--- src/rtl/cwi_consts.svh ---
`ifndef CWI_CONSTS_SVH
`define CWI_CONSTS_SVH
// Vector addresses, reset delay and minimum low time of the edge request.
`define CWI_RESET_VEC_LO 16'hFFFC
`define CWI_RESET_VEC_HI 16'hFFFD
`define CWI_NMI_VEC_LO 16'hFFFA
`define CWI_NMI_VEC_HI 16'hFFFB
`define CWI_IRQ_VEC_LO 16'hFFFE
`define CWI_IRQ_VEC_HI 16'hFFFF
`define CWI_RESET_DELAY 4'h6
`define CWI_NMI_MIN_LOW 2'h2
`define CWI_BA_MAX_HALF 4'h7
`endif

--- src/rtl/cwi_pkg.sv ---
package cwi_pkg;
  // Sequencer states, Gray coded along the interrupt path and the start-up path except the delay to low vector step.
  typedef enum logic [2:0] {
    CWI_RESET = 3'b000,
    CWI_DELAY = 3'b001,
    CWI_RUN = 3'b011,
    CWI_PUSH = 3'b010,
    CWI_VEC_LO = 3'b110,
    CWI_VEC_HI = 3'b111
  } cwi_state_type;
  typedef enum logic [1:0] {
    CWI_SRC_RESET = 2'h0,
    CWI_SRC_NMI = 2'h1,
    CWI_SRC_IRQ = 2'h2
  } cwi_src_type;
endpackage
--- src/rtl/cwi_ctrl.sv ---
// What this block does
// - Low ready input holds the current cycle.
// - Ready sampled and applied in the same cycle.
// - Write cycles ignore ready; stop at next read.
// - Edge request always taken after instruction.
// - Edge request fires only on falling transition.
// - Edge request held low two cycles minimum.
// - Level request taken when low and unmasked.
// - Masked level request stays pending until unmasked.
// - Accept stacks counter, status; mask set at vector.
// - Edge request also sets the mask flag.
// - Edge request preempts level handler, then resumes.
// - Writes suppressed while reset input low.
// - After reset wait 6, vector FFFC/FFFD.
// - Direction high except in write cycles.
// - Bus-available rises one cycle after first stalled read cycle.
`timescale 1ns/100ps
`default_nettype none
`include "cwi_consts.svh"
module cwi_ctrl (
  input wire logic clk_sys,
  input wire logic rstn,
  input wire logic ce,
  input wire logic cpu_reset_n,
  input wire logic ready_in,
  input wire logic nmi_n,
  input wire logic irq_n,
  input wire logic core_write,
  input wire logic core_instr_done,
  input wire logic mask_clear,
  input wire logic mask_set,
  input wire logic [7:0] core_pc_low_byte,
  input wire logic [7:0] core_pc_high_byte,
  input wire logic [7:0] core_status,
  input wire logic [7:0] mem_rdata,
  output logic core_advance,
  output logic rw_read,
  output logic bus_avail,
  output logic [15:0] addr,
  output logic [7:0] wdata,
  output logic mask_flag,
  output logic [7:0] pc_low_byte,
  output logic [7:0] pc_high_byte,
  output logic vector_load,
  output logic int_busy
);
  cwi_pkg::cwi_state_type state_reg;
  cwi_pkg::cwi_state_type state_next;
  cwi_pkg::cwi_src_type src_reg;
  cwi_pkg::cwi_src_type src_next;
  logic [3:0] delay_reg;
  logic [3:0] delay_next;
  logic [1:0] push_idx_reg;
  logic [1:0] push_idx_next;
  logic mask_reg;
  logic mask_next;
  logic [15:0] addr_reg;
  logic [15:0] addr_next;
  logic [7:0] wdata_reg;
  logic [7:0] wdata_next;
  logic write_reg;
  logic write_next;
  logic [7:0] stack_reg;
  logic [7:0] stack_next;
  logic [7:0] pcl_reg;
  logic [7:0] pcl_next;
  logic [7:0] pch_reg;
  logic [7:0] pch_next;
  logic vec_load_reg;
  logic vec_load_next;
  logic ba_reg;
  logic ba_next;
  logic nmi_pending;
  logic nmi_take;
  logic irq_take;
  logic stall;

  // The edge request is caught and held by its own detector.
  cwi_edge_detect #(
    .MIN_LOW(`CWI_NMI_MIN_LOW)
  ) u_nmi (
    .clk_sys(clk_sys),
    .rstn(rstn),
    .ce(ce),
    .req_n(nmi_n),
    .clear(nmi_take),
    .pending(nmi_pending)
  );

  // Ready is sampled at the edge that closes the cycle, so slow memory can stretch the read it serves.
  // Only a write of the running core is exempt; the sequencer's own vector cycles are reads.
  assign stall = !ready_in && !(core_write && state_reg == cwi_pkg::CWI_RUN);
  assign nmi_take = (state_reg == cwi_pkg::CWI_RUN) && core_instr_done && !stall && nmi_pending;
  assign irq_take = (state_reg == cwi_pkg::CWI_RUN) && core_instr_done && !stall && !nmi_pending
    && !irq_n && !mask_reg;
  assign core_advance = (state_reg == cwi_pkg::CWI_RUN) && !stall && !nmi_take && !irq_take;

  // Sequencer next state: reset delay, stacking and two vector reads.
  always_comb begin
    state_next = state_reg;
    src_next = src_reg;
    delay_next = delay_reg;
    push_idx_next = push_idx_reg;
    mask_next = mask_reg;
    addr_next = addr_reg;
    wdata_next = wdata_reg;
    write_next = 1'b0;
    stack_next = stack_reg;
    pcl_next = pcl_reg;
    pch_next = pch_reg;
    vec_load_next = 1'b0;
    ba_next = !ready_in && rw_read;
    if (mask_clear) begin
      mask_next = 1'b0;
    end
    if (mask_set) begin
      mask_next = 1'b1;
    end
    case (state_reg)
      cwi_pkg::CWI_RESET: begin
        delay_next = 4'h0;
        src_next = cwi_pkg::CWI_SRC_RESET;
        mask_next = 1'b1;
        if (cpu_reset_n) begin
          state_next = cwi_pkg::CWI_DELAY;
        end
      end
      cwi_pkg::CWI_DELAY: begin
        if (delay_reg + 4'h1 >= `CWI_RESET_DELAY) begin
          state_next = cwi_pkg::CWI_VEC_LO;
          addr_next = `CWI_RESET_VEC_LO;
        end else begin
          delay_next = delay_reg + 4'h1;
        end
      end
      cwi_pkg::CWI_RUN: begin
        if (nmi_take || irq_take) begin
          src_next = nmi_take ? cwi_pkg::CWI_SRC_NMI : cwi_pkg::CWI_SRC_IRQ;
          state_next = cwi_pkg::CWI_PUSH;
          push_idx_next = 2'h0;
          pch_next = core_pc_high_byte;
          pcl_next = core_pc_low_byte;
          addr_next = {8'h01, stack_reg};
          wdata_next = core_pc_high_byte;
          write_next = 1'b1;
        end
      end
      cwi_pkg::CWI_PUSH: begin
        // Push high byte, low byte, then status, walking the stack downward.
        stack_next = stack_reg - 8'h01;
        if (push_idx_reg == 2'h2) begin
          state_next = cwi_pkg::CWI_VEC_LO;
          addr_next = (src_reg == cwi_pkg::CWI_SRC_NMI) ? `CWI_NMI_VEC_LO : `CWI_IRQ_VEC_LO;
        end else begin
          push_idx_next = push_idx_reg + 2'h1;
          addr_next = {8'h01, stack_reg - 8'h01};
          wdata_next = (push_idx_reg == 2'h0) ? pcl_reg : core_status;
          write_next = 1'b1;
        end
      end
      cwi_pkg::CWI_VEC_LO: begin
        if (!stall) begin
          pcl_next = mem_rdata;
          addr_next = addr_reg + 16'h0001;
          state_next = cwi_pkg::CWI_VEC_HI;
        end
      end
      cwi_pkg::CWI_VEC_HI: begin
        mask_next = 1'b1;
        if (!stall) begin
          pch_next = mem_rdata;
          vec_load_next = 1'b1;
          state_next = cwi_pkg::CWI_RUN;
        end
      end
      default: begin
        state_next = cwi_pkg::CWI_RESET;
      end
    endcase
    if (!cpu_reset_n) begin
      state_next = cwi_pkg::CWI_RESET;
      write_next = 1'b0;
    end
  end

  // State registers; the clock enable freezes everything.
  always_ff @(posedge clk_sys) begin
    if (!rstn) begin
      state_reg <= cwi_pkg::CWI_RESET;
      src_reg <= cwi_pkg::CWI_SRC_RESET;
      delay_reg <= 4'h0;
      push_idx_reg <= 2'h0;
      mask_reg <= 1'b1;
      addr_reg <= 16'h0000;
      wdata_reg <= 8'h00;
      write_reg <= 1'b0;
      stack_reg <= 8'hFF;
      pcl_reg <= 8'h00;
      pch_reg <= 8'h00;
      vec_load_reg <= 1'b0;
      ba_reg <= 1'b0;
    end else if (ce) begin
      state_reg <= state_next;
      src_reg <= src_next;
      delay_reg <= delay_next;
      push_idx_reg <= push_idx_next;
      mask_reg <= mask_next;
      addr_reg <= addr_next;
      wdata_reg <= wdata_next;
      write_reg <= write_next;
      stack_reg <= stack_next;
      pcl_reg <= pcl_next;
      pch_reg <= pch_next;
      vec_load_reg <= vec_load_next;
      ba_reg <= ba_next;
    end
  end

  // A core write shows on the direction line only while running, so reset masks it at once.
  assign rw_read = !write_reg && !(core_write && cpu_reset_n && state_reg == cwi_pkg::CWI_RUN);
  assign bus_avail = ba_reg;
  assign addr = addr_reg;
  assign wdata = wdata_reg;
  assign mask_flag = mask_reg;
  assign pc_low_byte = pcl_reg;
  assign pc_high_byte = pch_reg;
  assign vector_load = vec_load_reg;
  assign int_busy = (state_reg != cwi_pkg::CWI_RUN);

  // Writes never appear while reset is held.
  no_write_reset_a: assert property (@(posedge clk_sys) disable iff (!rstn)
    ce && !cpu_reset_n |=> rw_read) else $error("write during reset");
  // Write cycles are never stretched: the push walk always moves on.
  write_no_stall_a: assert property (@(posedge clk_sys) disable iff (!rstn)
    ce && state_reg == cwi_pkg::CWI_PUSH && cpu_reset_n && push_idx_reg == 2'h0 |=> push_idx_reg == 2'h1 || !ce)
    else $error("push stalled");
  // A stalled read holds the vector fetch in place.
  ready_hold_a: assert property (@(posedge clk_sys) disable iff (!rstn)
    ce && state_reg == cwi_pkg::CWI_VEC_LO && !ready_in && cpu_reset_n |=> state_reg == cwi_pkg::CWI_VEC_LO)
    else $error("vector read advanced during stall");
  // Ready high at the closing edge completes the vector read at that very edge.
  ready_delay_a: assert property (@(posedge clk_sys) disable iff (!rstn)
    ce && state_reg == cwi_pkg::CWI_VEC_LO && ready_in && cpu_reset_n |=> state_reg == cwi_pkg::CWI_VEC_HI)
    else $error("ready sample lost");
  // Reset vector fetched six cycles after release.
  reset_vec_a: assert property (@(posedge clk_sys) disable iff (!rstn)
    ce && state_reg == cwi_pkg::CWI_RESET && cpu_reset_n ##1 (ce && cpu_reset_n)[*6]
    |=> addr == `CWI_RESET_VEC_LO) else $error("reset vector timing");
  // The mask flag stands from the cycle after the final vector read starts.
  mask_at_vec_a: assert property (@(posedge clk_sys) disable iff (!rstn)
    ce && state_reg == cwi_pkg::CWI_VEC_HI && !mask_clear |=> mask_flag) else $error("mask not set");
  // A masked level request never starts the stacking walk.
  irq_masked_a: assert property (@(posedge clk_sys) disable iff (!rstn)
    ce && mask_flag && state_reg == cwi_pkg::CWI_RUN && cpu_reset_n
    |=> !(state_reg == cwi_pkg::CWI_PUSH && src_reg == cwi_pkg::CWI_SRC_IRQ)) else $error("masked level taken");
  // The edge request is taken regardless of the mask and uses the lower vector.
  nmi_vec_a: assert property (@(posedge clk_sys) disable iff (!rstn)
    ce && nmi_take && cpu_reset_n ##1 (ce && cpu_reset_n)[*3] |=> addr == `CWI_NMI_VEC_LO)
    else $error("edge vector wrong");
  // Bus available follows a stalled read one cycle later.
  ba_rise_a: assert property (@(posedge clk_sys) disable iff (!rstn)
    ce && !ready_in && rw_read |=> bus_avail) else $error("bus available late");
endmodule // cwi_ctrl
`default_nettype wire

--- src/rtl/cwi_edge_detect.sv ---
`timescale 1ns/100ps
`default_nettype none
// Latches a falling edge of an active-low request once it has stayed low long enough.
module cwi_edge_detect #(
  parameter logic [1:0] MIN_LOW = 2'h2
) (
  input wire logic clk_sys,
  input wire logic rstn,
  input wire logic ce,
  input wire logic req_n,
  input wire logic clear,
  output logic pending
);
  logic armed_reg;
  logic armed_next;
  logic [1:0] low_cnt_reg;
  logic [1:0] low_cnt_next;
  logic pending_reg;
  logic pending_next;

  // A request is armed by a high level, so a line held low raises only one request.
  always_comb begin
    armed_next = armed_reg;
    low_cnt_next = low_cnt_reg;
    pending_next = pending_reg;
    if (clear) begin
      pending_next = 1'b0;
    end
    if (req_n) begin
      armed_next = 1'b1;
      low_cnt_next = 2'h0;
    end else if (armed_reg) begin
      if (low_cnt_reg + 2'h1 >= MIN_LOW) begin
        pending_next = 1'b1; // Set wins over a clear in the same cycle.
        armed_next = 1'b0;
      end else begin
        low_cnt_next = low_cnt_reg + 2'h1;
      end
    end
  end

  always_ff @(posedge clk_sys) begin
    if (!rstn) begin
      armed_reg <= 1'b0;
      low_cnt_reg <= 2'h0;
      pending_reg <= 1'b0;
    end else if (ce) begin
      armed_reg <= armed_next;
      low_cnt_reg <= low_cnt_next;
      pending_reg <= pending_next;
    end
  end

  assign pending = pending_reg;
endmodule // cwi_edge_detect
`default_nettype wire

--- config.mk ---
export PLATFORM = sky130hd
export DESIGN_NAME = cwi_ctrl
export DESIGN_NICKNAME = d
export VERILOG_FILES = /design/src/rtl/cwi_pkg.sv /design/src/rtl/cwi_ctrl.sv /design/src/rtl/cwi_edge_detect.sv
export VERILOG_INCLUDE_DIRS = /design/src /design/src/rtl
export SDC_FILE = /design/constraint.sdc
export NUM_CORES = 1
export LEC_CHECK = 0
export BUFFER_PORTS_ARGS = -buffer_cell sky130_fd_sc_hd__buf_4
export CORE_MARGIN = 5
export CORE_UTILIZATION = 58
export CTS_BUF_LIST = sky130_fd_sc_hd__clkbuf_4 sky130_fd_sc_hd__clkbuf_8 sky130_fd_sc_hd__clkbuf_16
export DETAILED_ROUTE_END_ITERATION = 8
export PLACE_DENSITY = 0.91
export SETUP_SLACK_MARGIN = 0.02
export SLEW_MARGIN = 20
export SYNTH_ARGS = -nofsm -noshare
export SYNTH_HDL_FRONTEND = slang
export SYNTH_HIERARCHICAL = 1
export SYNTH_SLANG_ARGS = --single-unit
export TNS_END_PERCENT = 20
--- constraint.sdc ---
create_clock -name clk_sys -period 2.9 [get_ports clk_sys]
set_clock_uncertainty 0.05 [all_clocks]
set_input_delay 0.435 -clock clk_sys [delete_from_list [all_inputs] [get_ports clk_sys]]
set_output_delay 0.435 -clock clk_sys [all_outputs]
set_load 0.05 [all_outputs]
==> results.md, run 1 <==
- # H-tree levels: 3
- CTS resizes: 0
- Clock transition at path regs: 0.08 ns
- DRT iter0 DRCs: 326
- Pre-antenna DRT Iters: 7
- Leakage power: 2.249 nW
- Synthesized area: 3827 sq um
- Multi-input logic area: 2297 sq um
- Gr usage total: 26.08%
- Core ar.: 6386 sq um
- Clock Path Buffers: 2
- Buffers & Inverters on Critical Path: 1
- Initial Util: 59.93%
- Count of different cell masters after synthesis: 64
- Routed wire per std cell: 17.74 microns
- Post-CTS Setup Inserts: 0
- Asr flop ratio synth: 0%
- Max-cap violation count: 0
- Critical Path Sink Type: flip-flop
- Final-report setup violation count: 0
- Critical path cell sequence: buf_4, or3b_1, a221oi_2, or4b_1, a21oi_1, o221a_2
- PortBufs: 88
- Die area: 8324 sq um
- Outcome: complete, no violations
- WS Path Type: flip-flop to flip-flop
- Startpoint types: flip-flop
- Fin util: 74.26%
- Power Total: 2.155 mW
- Root buffer cell: clkbuf_8
- Worst-Margin Slew: 0.7417 ns
- Ys flop type: dfxtp_1
- Post-route insts no fill: 621
- Pwr per Cell Area: 454.5 nW/um^2
- Class of the most critical hold timing path: input pin to flip-flop
- DP HPWL: 7820 microns
- Vias: 3874
- Later-pin clock latency in the skew report: 0.34 ns
- Largest net degree at the start of global routing: 70
- Seq/Total Area, Yosys: 35.04%
- Synth warn: 6
- Fmax: 421.5 MHz
- Rel. slew slack: 50.26%
- Drt drc: 0
- Crit path max-delay family: simple AND/OR/NAND/NOR gates
- Worst r2r src: state_reg[2]
- Worst setup margin: 0.5275 ns
- Post-place setup slack: 0.2372 ns
- Area growth syn-to-layout: 23.90%
- Crit path required time: 3.08 ns
- Hold path start: nmi_n
- Final slew viol count: 0
- Min Hold Slack: 0.3340 ns
- Fill cells: 472
- Number of flops mapped to enable cells by yosys: 0
- Period utilization: 81.81%
- CP arrival: 2.56 ns
- Largest register FFs: 16
- Setup crit start: state_reg[2]
- Final Hold Vio Count: 0
- NumNets Final: 588
- Initial antenna violation count: 0
- Dpl cells: 605
- CTS tree: built
- Vias in the first global route: 3911
- Clock Sinks: 67
- Antenna Cells: 0
- Chip width: 91.24 microns
- Worst-path fanout max: 31
- Antenna Nets Post-Route: 0
- Boundary Pins: 89
- Net Count, Synth: 516
- Mean post-synth cell area: 8.196 sq um
- Routed wire length: 11020 microns
- Total gr overflow: 0
- #FFs+latches synth: 67
- Placed cell area: 4503 sq um
- Design Area, Final: 4742 sq um
- First-pass GRT wire length: 18150 microns
- Setup TNS: 0 ns
- DR vias/cell: 6.238
- Std cell rows: 29
- RD Place Congestion: 0.8848
- Minimum clock period: 2.373 ns
- Layout cells sized above 1: 23.35%
- # hold bufs at CTS: 0
- Cells after Synth: 467
- Num CTS Buffers: 9
- RSZ-0062 raised after global routing: no
- Slowest CP cell: a221oi_2
- Die height: 91.24 microns
- Largest stage delay, worst path: 0.45 ns
- Register area: 1341 sq um
- Worst IR Drop VDD: 0.2503 mV
layer usage:
metal	global-route usage (%)	vias to the layer above	share of wire [%]
met3	7.438	38	8.5
li1	-	1842	-
met5	0	-	0
met1	30.65	1816	40
met2	43.75	178	48
met4	12.10	0	3.5
layout make-up:
class,count,share of cell area [%]
Tap cell,77,2.032
Clock buffer,10,2.902
Multi-Input combinational cell,349,48.44
Sequential cell,67,28.29
Inverter,16,1.266
Clock inverter,6,1.873
Timing Repair Buffer,96,15.20
report_power, final:
| part | total (mW) | switching [mW] | internal (mW) |
|---|---|---|---|
| Clock | 0.881 | 0.373 | 0.508 |
| Combinational | 0.305 | 0.185 | 0.120 |
| Sequential | 0.970 | 0.0286 | 0.941 |
| Total | 2.16 | 0.587 | 1.57 |
worst reg2reg max path, cell delays in order, from the launching register on:
cell and delay, ns:
dfxtp_1 0.32, buf_4 0.23, or3b_1 0.42, a221oi_2 0.45
or4b_1 0.44, a21oi_1 0.08, o221a_2 0.28
cell usage in the layout, fill, tap and decap left out, drive strengths merged, types with 4 or more instances in the layout:
cell    instances
buf            96
nand2          67
dfxtp          67
a21oi          28
nor2           25
nand3          25
mux2i          22
o21ai          20
o211a          19
inv            16
a21boi         14
clkbuf         10
nand4           9
a211o           9
nor3            8
and3            8
xor2            6
o211ai          6
ha              6
and2            6
nor2b           5
o221a           5
and3b           4
nand2b          4
a211oi          4
xnor2           4
nand3b          4
synthesized netlist by cell type (3+ instances only):
library cell / count / area, sq um
a21boi_1: 9 / 67.56
buf_1: 3 / 11.26
nand3_1: 25 / 125.1
inv_1: 15 / 56.30
dfxtp_1: 67 / 1341
o31ai_1: 3 / 22.52
and3b_1: 4 / 35.03
a211o_1: 9 / 78.83
ha_1: 6 / 75.07
a21boi_0: 5 / 37.54
xor2_1: 6 / 52.55
nand3b_1: 4 / 30.03
xnor2_1: 4 / 35.03
nand4_1: 9 / 56.30
o221a_2: 4 / 45.04
nor2b_1: 5 / 31.28
buf_2: 9 / 45.04
mux2i_1: 22 / 220.2
nor3_1: 8 / 40.04
o21ai_0: 19 / 95.09
a21oi_1: 28 / 140.1
nand2b_1: 4 / 25.02
a211oi_1: 4 / 30.03
nand2_1: 67 / 251.5
clkbuf_1: 22 / 82.58
o211a_1: 19 / 190.2
and3_1: 8 / 50.05
and2_1: 5 / 31.28
nor2_1: 25 / 93.84
o211ai_1: 6 / 45.04
final timing paths:
kind	end	cells past startpoint	slack (ns)
min	u_nmi/low_cnt_reg[1]	3	0.33
max	addr[10]	6	0.53
min reg2reg	wdata[5]	2	0.42
max reg2reg	addr[10]	6	0.53
cell families (layout without fill, tap and decap cells):
kind of cell | Yosys count | after routing | synth area share (%)
compound gates | 132 | 132 | 26.12
simple gates | 179 | 179 | 23.44
buf+inv | 51 | 128 | 5.394
fa+ha+maj | 6 | 6 | 1.961
flops | 67 | 67 | 35.04
xor+xnor | 10 | 10 | 2.288
mux | 22 | 22 | 5.753
Power figures use the tool's default switching activity.
==> inputs of run 2 (changes only) <==
--- a/config.mk
+++ b/config.mk
@@ -6,12 +6,13 @@
 export SDC_FILE = /design/constraint.sdc
 export NUM_CORES = 1
 export LEC_CHECK = 0
+export ABC_AREA = 1
 export BUFFER_PORTS_ARGS = -buffer_cell sky130_fd_sc_hd__buf_4
 export CORE_MARGIN = 5
-export CORE_UTILIZATION = 58
+export CORE_UTILIZATION = 56
 export CTS_BUF_LIST = sky130_fd_sc_hd__clkbuf_4 sky130_fd_sc_hd__clkbuf_8 sky130_fd_sc_hd__clkbuf_16
 export DETAILED_ROUTE_END_ITERATION = 8
-export PLACE_DENSITY = 0.91
+export PLACE_DENSITY = 0.87
 export SETUP_SLACK_MARGIN = 0.02
 export SLEW_MARGIN = 20
 export SYNTH_ARGS = -nofsm -noshare
==> constraint.sdc (replaced) <==
create_clock -name clk_sys -period 2.4 [get_ports clk_sys]
set_clock_uncertainty 0.05 [all_clocks]
set_input_delay 0.36 -clock clk_sys [delete_from_list [all_inputs] [get_ports clk_sys]]
set_output_delay 0.36 -clock clk_sys [all_outputs]
set_load 0.05 [all_outputs]
==> results.md, run 2 <==
- Critical Path Sink Type: output pin (was flip-flop)
- Pwr per Cell Area: 535.7 nW/um^2 (was 454.5 nW/um^2)
- Fill cells: 674 (was 472)
- Largest net degree at the start of global routing: 41 (was 70)
- Worst r2r src: delay_reg[1] (was state_reg[2])
- Antenna Cells: 0 (unchanged)
- #FFs+latches synth: 67 (unchanged)
- Switching Share: 31.75% (was 27.22%)
- Most common cell after layout, fill and taps aside: nand2_1 (was buf_4)
- Worst-Margin Slew: 0.6610 ns (was 0.7417 ns)
- Int Pwr: 1.942 mW (was 1.569 mW)
- Final slew viol count: 0 (unchanged)
- RSZ-0062 raised after global routing: no (unchanged)
- Post-synth top area cell: dfxtp_1 (unchanged)
- Post-synth top cells: nand2_1 (191), inv_1 (138), nor2_1 (104) (was dfxtp_1 (67), nand2_1 (67), a21oi_1 (28))
- Cells after Synth: 741 (was 467)
- First-pass GRT wire length: 21270 microns (was 18150 microns)
- Layout cells sized above 1: 16.02% (was 23.35%)
- RD Place Congestion: 0.9004 (was 0.8848)
- Vias: 4935 (was 3874)
- Routed wire length: 12490 microns (was 11020 microns)
- Antenna Nets Post-Route: 0 (unchanged)
- Post-CTS Setup Inserts: 0 (unchanged)
- Worst-case reg-to-reg path depth: 11 (was 6)
- Clock Sinks: 67 (unchanged)
- Later-pin clock latency in the skew report: 0.35 ns (was 0.34 ns)
- Root buffer cell: clkbuf_8 (unchanged)
- Sequential power share: 42.9% (was 45.0%)
- Post-route insts no fill: 932 (was 621)
- Outcome: complete, no violations (unchanged)
- # H-tree levels: 3 (unchanged)
- Core ar.: 7647 sq um (was 6386 sq um)
- CP arrival: 1.78 ns (was 2.56 ns)
- Top post-synthesis cells by area: dfxtp_1 (31%), nand2_1 (16%), inv_1 (12%) (was dfxtp_1 (35%), nand2_1 (6.6%), mux2i_1 (5.8%))
- Crit path max-delay family: simple AND/OR/NAND/NOR gates (unchanged)
- Period utilization: 91.30%
- Clock network power share: 37.6% (was 40.9%)
- Largest stage delay, worst path: 0.58 ns (was 0.45 ns)
- Die height: 98.21 microns (was 91.24 microns)
- Initial antenna violation count: 0 (unchanged)
- Vias in the first global route: 4652 (was 3911)
- Synthesized area: 4357 sq um (was 3827 sq um)
- Routed wire per std cell: 13.40 microns (was 17.74 microns)
- Worst setup endpoint: core_advance (was addr[10])
- Net Count, Synth: 790 (was 516)
- Leakage power: 2.802 nW (was 2.249 nW)
- Clock transition at path regs: 0.08 ns (about the same)
- Worst setup margin: 0.2088 ns (was 0.5275 ns)
- Crit path depth: 6 (unchanged)
- Number of flops mapped to enable cells by yosys: 0 (unchanged)
- Rel. slew slack: 55.89% (was 50.26%)
- Most frequent cells in the layout: nand2_1 (191), inv_1 (138), nor2_1 (104) (was buf_4 (96), nand2_1 (67), dfxtp_1 (67))
- Switching power: 903.4 uW (was 586.6 uW)
- Startpoint types: flip-flop (unchanged)
- Drt drc: 0 (unchanged)
- Asr flop ratio synth: 0% (unchanged)
- WS Path Type: flip-flop to output pin (was flip-flop to flip-flop)
- Max-cap violation count: 0 (unchanged)
- Buffers & Inverters on Critical Path: 2 (was 1)
- Class of the most critical hold timing path: input pin to flip-flop (unchanged)
- Worst IR Drop VDD: 0.3615 mV (was 0.2503 mV)
- FF-to-FF setup slack: 0.32 ns (was 0.53 ns)
- Crit path required time: 1.99 ns (was 3.08 ns)
- DR vias/cell: 5.295 (was 6.238)
- Seq/Total Area, Yosys: 30.79% (was 35.04%)
- Gr usage total: 26.44% (was 26.08%)
- Setup crit start: state_reg[0] (was state_reg[2])
- Boundary Pins: 89 (unchanged)
- Critical path cell sequence: nand3_4, nor2_4, nand3_2, nand3_1, inv_1, buf_4 (was buf_4, or3b_1, a221oi_2, or4b_1, a21oi_1, o221a_2)
- Dpl cells: 916 (was 605)
- Worst-path fanout max: 10 (was 31)
- CTS tree: built (unchanged)
- Slowest CP cell: dfxtp_1 (was a221oi_2)
- Pre-antenna DRT Iters: 5 (was 7)
- # hold bufs at CTS: 0 (unchanged)
- Largest register FFs: 16 (unchanged)
- Std cell rows: 32 (was 29)
- Count of different cell masters after synthesis: 32 (was 64)
- PortBufs: 88 (unchanged)
- Final Hold Vio Count: 0 (unchanged)
- Area growth syn-to-layout: 21.91% (was 23.90%)
- Final-report setup violation count: 0 (unchanged)
- Ys flop type: dfxtp_1 (unchanged)
- Fmax: 456.4 MHz
- Total gr overflow: 0 (unchanged)
- DP HPWL: 9144 microns (was 7820 microns)
- NumNets Final: 874 (was 588)
- Top cell type's share of synthesized area: 30.79% (was 35.04%)
- Synth warn: 6 (unchanged)
- Post-place setup slack: 0.1891 ns (was 0.2372 ns)
- CTS resizes: 0 (unchanged)
- Minimum clock period: 2.191 ns
- Num CTS Buffers: 9 (unchanged)
- Top-count cell post-synth: nand2_1
- Setup TNS: 0 ns (unchanged)
- Clock Path Buffers: 2 (unchanged)
- R2R Path End: addr[4] (was addr[10])
- Hold depth: 3 (unchanged)
- Mean post-synth cell area: 5.879 sq um (was 8.196 sq um)
- Chip width: 98.21 microns (was 91.24 microns)
- DRT iter0 DRCs: 425 (was 326)
- Die area: 9644 sq um (was 8324 sq um)
- Initial Util: 56.97% (was 59.93%)
- Comb pwr share: 19.5% (was 14.1%)
run 2: metrics by stage:
step                      hold slack (ns)  utilization [%]  total power [mW]  instance area, sq um
after global routing               0.2079            69.45             2.989                  5311
after CTS                          0.2053            69.36             2.854                  5304
after detailed placement           0.4183            66.44             1.789                  5081
after floorplan                    0.3926                -             1.608                  4357
after global placement             0.4053            66.44             1.774                  5081
final                              0.2148            69.45             2.845                  5311
run 2: power groups by stage:
stage	clock network [mW]	registers, mW	logic (mW)
2_1_floorplan	0	1.33	0.283
3_3_place_gp	0	1.24	0.534
3_5_place_dp	0	1.24	0.546
4_1_cts	1.09	1.22	0.550
5_1_grt	1.15	1.23	0.615
6_report	1.07	1.22	0.555
run 2: kinds of logic (layout without fill, tap and decap cells):
family / Yosys count / after routing / synth area share, %
buf+inv: 165 / 254 / 15.36
xor+xnor: 2 / 2 / 0.4021
simple gates: 401 / 401 / 39.55
compound gates: 100 / 100 / 12.18
flops: 67 / 67 / 30.79
fa+ha+maj: 6 / 6 / 1.723
run 2: per-layer routing:
layer	vias to the layer above	routed length (microns)	global-route usage, %	share of wire, %
li1	2462	-	-	-
met1	2200	5115	33.25	41
met2	241	5924	44.24	47
met3	32	1134	5.786	9.1
met4	0	315	10.19	2.5
met5	-	0	0	0
run 2: worst reg2reg max path: stages (launching register included):
cell     delay [ns]
dfxtp_1        0.41
inv_1          0.09
ha_1           0.30
nand2_1        0.08
nand3_1        0.09
nand2_1        0.07
nor2_1         0.05
nor2_2         0.22
nand3_4        0.31
inv_1          0.21
nor2_1         0.05
nor2_1         0.11
run 2: worst min path at each step:
| stage | slack, ns | to | from |
|---|---|---|---|
| final | 0.21 | mask_flag | mask_set |
| after global routing | 0.21 | mask_flag | mask_set |
| after CTS | 0.21 | mask_flag | mask_set |
| after detailed placement | 0.42 | vector_load | vector_load |
| after global placement | 0.41 | stack_reg[1] | stack_reg[1] |
| after floorplan | 0.39 | stack_reg[1] | stack_reg[1] |
run 2: cell type report:
| class | instances | area (sq um) | area share [%] |
|---|---|---|---|
| flip-flops and latches | 67 | 1341 | 25.25 |
| clock buffers | 9 | 123.9 | 2.332 |
| repair buffers | 96 | 733.2 | 13.80 |
| clock inverters | 7 | 98.84 | 1.861 |
| well taps | 102 | 127.6 | 2.403 |
| inverters | 142 | 533.0 | 10.04 |
| multi-input cells | 509 | 2354 | 44.31 |
==> inputs of run 3 (changes only) <==
--- a/config.mk
+++ b/config.mk
@@ -13,6 +13,7 @@
 export CTS_BUF_LIST = sky130_fd_sc_hd__clkbuf_4 sky130_fd_sc_hd__clkbuf_8 sky130_fd_sc_hd__clkbuf_16
 export DETAILED_ROUTE_END_ITERATION = 8
 export PLACE_DENSITY = 0.87
+export REMOVE_ABC_BUFFERS = 1
 export SETUP_SLACK_MARGIN = 0.02
 export SLEW_MARGIN = 20
 export SYNTH_ARGS = -nofsm -noshare
==> results.md, run 3 (synthesis results as in run 2) <==
- Pre-antenna DRT Iters: 6 (was 5)
- RSZ-0062 raised after global routing: yes (was no)
- Post-CTS Setup Inserts: 0 (unchanged)
- PortBufs: 88 (unchanged)
- Startpoint types: flip-flop (unchanged)
- Outcome: complete, no violations (unchanged)
- Most frequent cells in the layout: nand2_1 (191), inv_1 (138), nor2_1 (104) (unchanged)
- # hold bufs at CTS: 0 (unchanged)
- Critical path cell sequence: nand4_2, nand2_2, nand3_2, nand3_1, inv_1, buf_4 (was nand3_4, nor2_4, nand3_2, nand3_1, inv_1, buf_4)
- Die height: 98.21 microns (unchanged)
- Initial Util: 56.97% (unchanged)
- Clock transition at path regs: 0.07 ns (was 0.08 ns)
- RD Place Congestion: 0.9498 (was 0.9004)
- Largest register FFs: 16 (unchanged)
- Routed wire per std cell: 12.98 microns (was 13.40 microns)
- Later-pin clock latency in the skew report: 0.34 ns (was 0.35 ns)
- Antenna Cells: 0 (unchanged)
- WS Path Type: flip-flop to output pin (unchanged)
- Power Total: 2.801 mW (was 2.845 mW)
- NumNets Final: 874 (unchanged)
- Gr usage total: 24.18% (was 26.44%)
- First-pass GRT wire length: 19440 microns (was 21270 microns)
- Fin util: 69.39% (was 69.45%)
- Worst-path fanout max: 10 (unchanged)
- Vias: 4848 (was 4935)
- Rel. slew slack: 57.81% (was 55.89%)
- Core ar.: 7647 sq um (unchanged)
- Leakage power: 2.806 nW (was 2.802 nW)
- Final-report setup violation count: 0 (unchanged)
- Largest net degree at the start of global routing: 36 (was 41)
- DR vias/cell: 5.202 (was 5.295)
- Pwr per Cell Area: 527.8 nW/um^2 (was 535.7 nW/um^2)
- Layout cells sized above 1: 16.02% (unchanged)
- Worst IR Drop VDD: 0.3363 mV (was 0.3615 mV)
- Boundary Pins: 89 (unchanged)
- Crit path required time: 1.99 ns (about the same)
- Std cell rows: 32 (unchanged)
- DP HPWL: 9014 microns (was 9144 microns)
- Final slew viol count: 0 (unchanged)
- Num CTS Buffers: 9 (unchanged)
- Slowest CP cell: dfxtp_1 (unchanged)
- Worst-Margin Slew: 0.6321 ns (was 0.6610 ns)
- CP arrival: 1.75 ns (was 1.78 ns)
- Root buffer cell: clkbuf_8 (unchanged)
- Most common cell after layout, fill and taps aside: nand2_1 (unchanged)
- Class of the most critical hold timing path: input pin to flip-flop (unchanged)
- Largest stage delay, worst path: 0.58 ns (about the same)
- DRT iter0 DRCs: 370 (was 425)
- Die area: 9644 sq um (unchanged)
- Routed wire length: 12100 microns (was 12490 microns)
- Max-cap violation count: 0 (unchanged)
- CTS resizes: 0 (unchanged)
- Critical Path Sink Type: output pin (unchanged)
- Period utilization: 89.92% (was 91.30%)
- Clock Path Buffers: 2 (unchanged)
- Final Hold Vio Count: 0 (unchanged)
- Setup TNS: 0 ns (unchanged)
- # H-tree levels: 3 (unchanged)
- Initial antenna violation count: 0 (unchanged)
- Fmax: 463.4 MHz (was 456.4 MHz)
- Minimum clock period: 2.158 ns (was 2.191 ns)
- Vias in the first global route: 4400 (was 4652)
- Drt drc: 0 (unchanged)
- CTS tree: built (unchanged)
- FF-to-FF setup slack: 0.29 ns (was 0.32 ns)
- Chip width: 98.21 microns (unchanged)
- Antenna Nets Post-Route: 0 (unchanged)
- Area growth syn-to-layout: 21.80% (was 21.91%)
- Total gr overflow: 0 (unchanged)
- Clock Sinks: 67 (unchanged)
[run 3: cell count changes in the layout (fill, tap and decap cells not counted)]
cell,delta
clkbuf_8,+3
bufinv_16,-1
clkinv_4,-1
inv_6,-2
clkbuf_4,+3
clkinv_2,-1
clkinvlp_4,-1
[run 3: cell type report]
class	instances	area [sq um]
Clock buffer	15	187.7
Clock inverter	1	30.03
Fill cell	692	2341
Inverter	142	533.0
Multi-Input combinational cell	509	2354
Sequential cell	67	1341
Tap cell	102	127.6
Timing Repair Buffer	96	733.2
[run 3: worst max-delay path: cells and delay by family, from the launching register on]
kind | cells | cell delay, ns
buf+inv | 2 | 0.23
flops | 1 | 0.58
simple gates | 4 | 0.61
[run 3: metal layers]
layer | track usage (%) | routed length, microns
met5 | 0 | 0
met4 | 8.718 | 241
met3 | 4.500 | 744
met2 | 41.36 | 5932
met1 | 30.40 | 5178
[run 3: worst paths after layout]
path,start,cells after the start,to
max,state_reg[0],6,core_advance
min,mask_set,3,mask_flag
max reg2reg,state_reg[1],9,addr[6]
min reg2reg,u_nmi/armed_reg,2,u_nmi/armed_reg
[run 3: power by group]
part | total [mW] | internal, mW | leakage, nW | switching [mW]
Sequential | 1.22 | 1.16 | 0.544 | 0.0573
Combinational | 0.553 | 0.192 | 2.15 | 0.362
Clock | 1.03 | 0.602 | 0.114 | 0.430
Total | 2.80 | 1.95 | 2.81 | 0.849
[run 3: metrics by stage]
| step | worst slack [ns] | cells | hold slack, ns | instance area (sq um) |
|---|---|---|---|---|
| after floorplan | 0.2717 | 718 | 0.3926 | 4220 |
| after global placement | 0.3345 | 916 | 0.4047 | 5081 |
| after detailed placement | 0.1697 | 916 | 0.4170 | 5081 |
| after CTS | 0.1485 | 932 | 0.2352 | 5299 |
| after global routing | 0.01292 | 932 | 0.2409 | 5306 |
| final | 0.2420 | 932 | 0.2398 | 5306 |
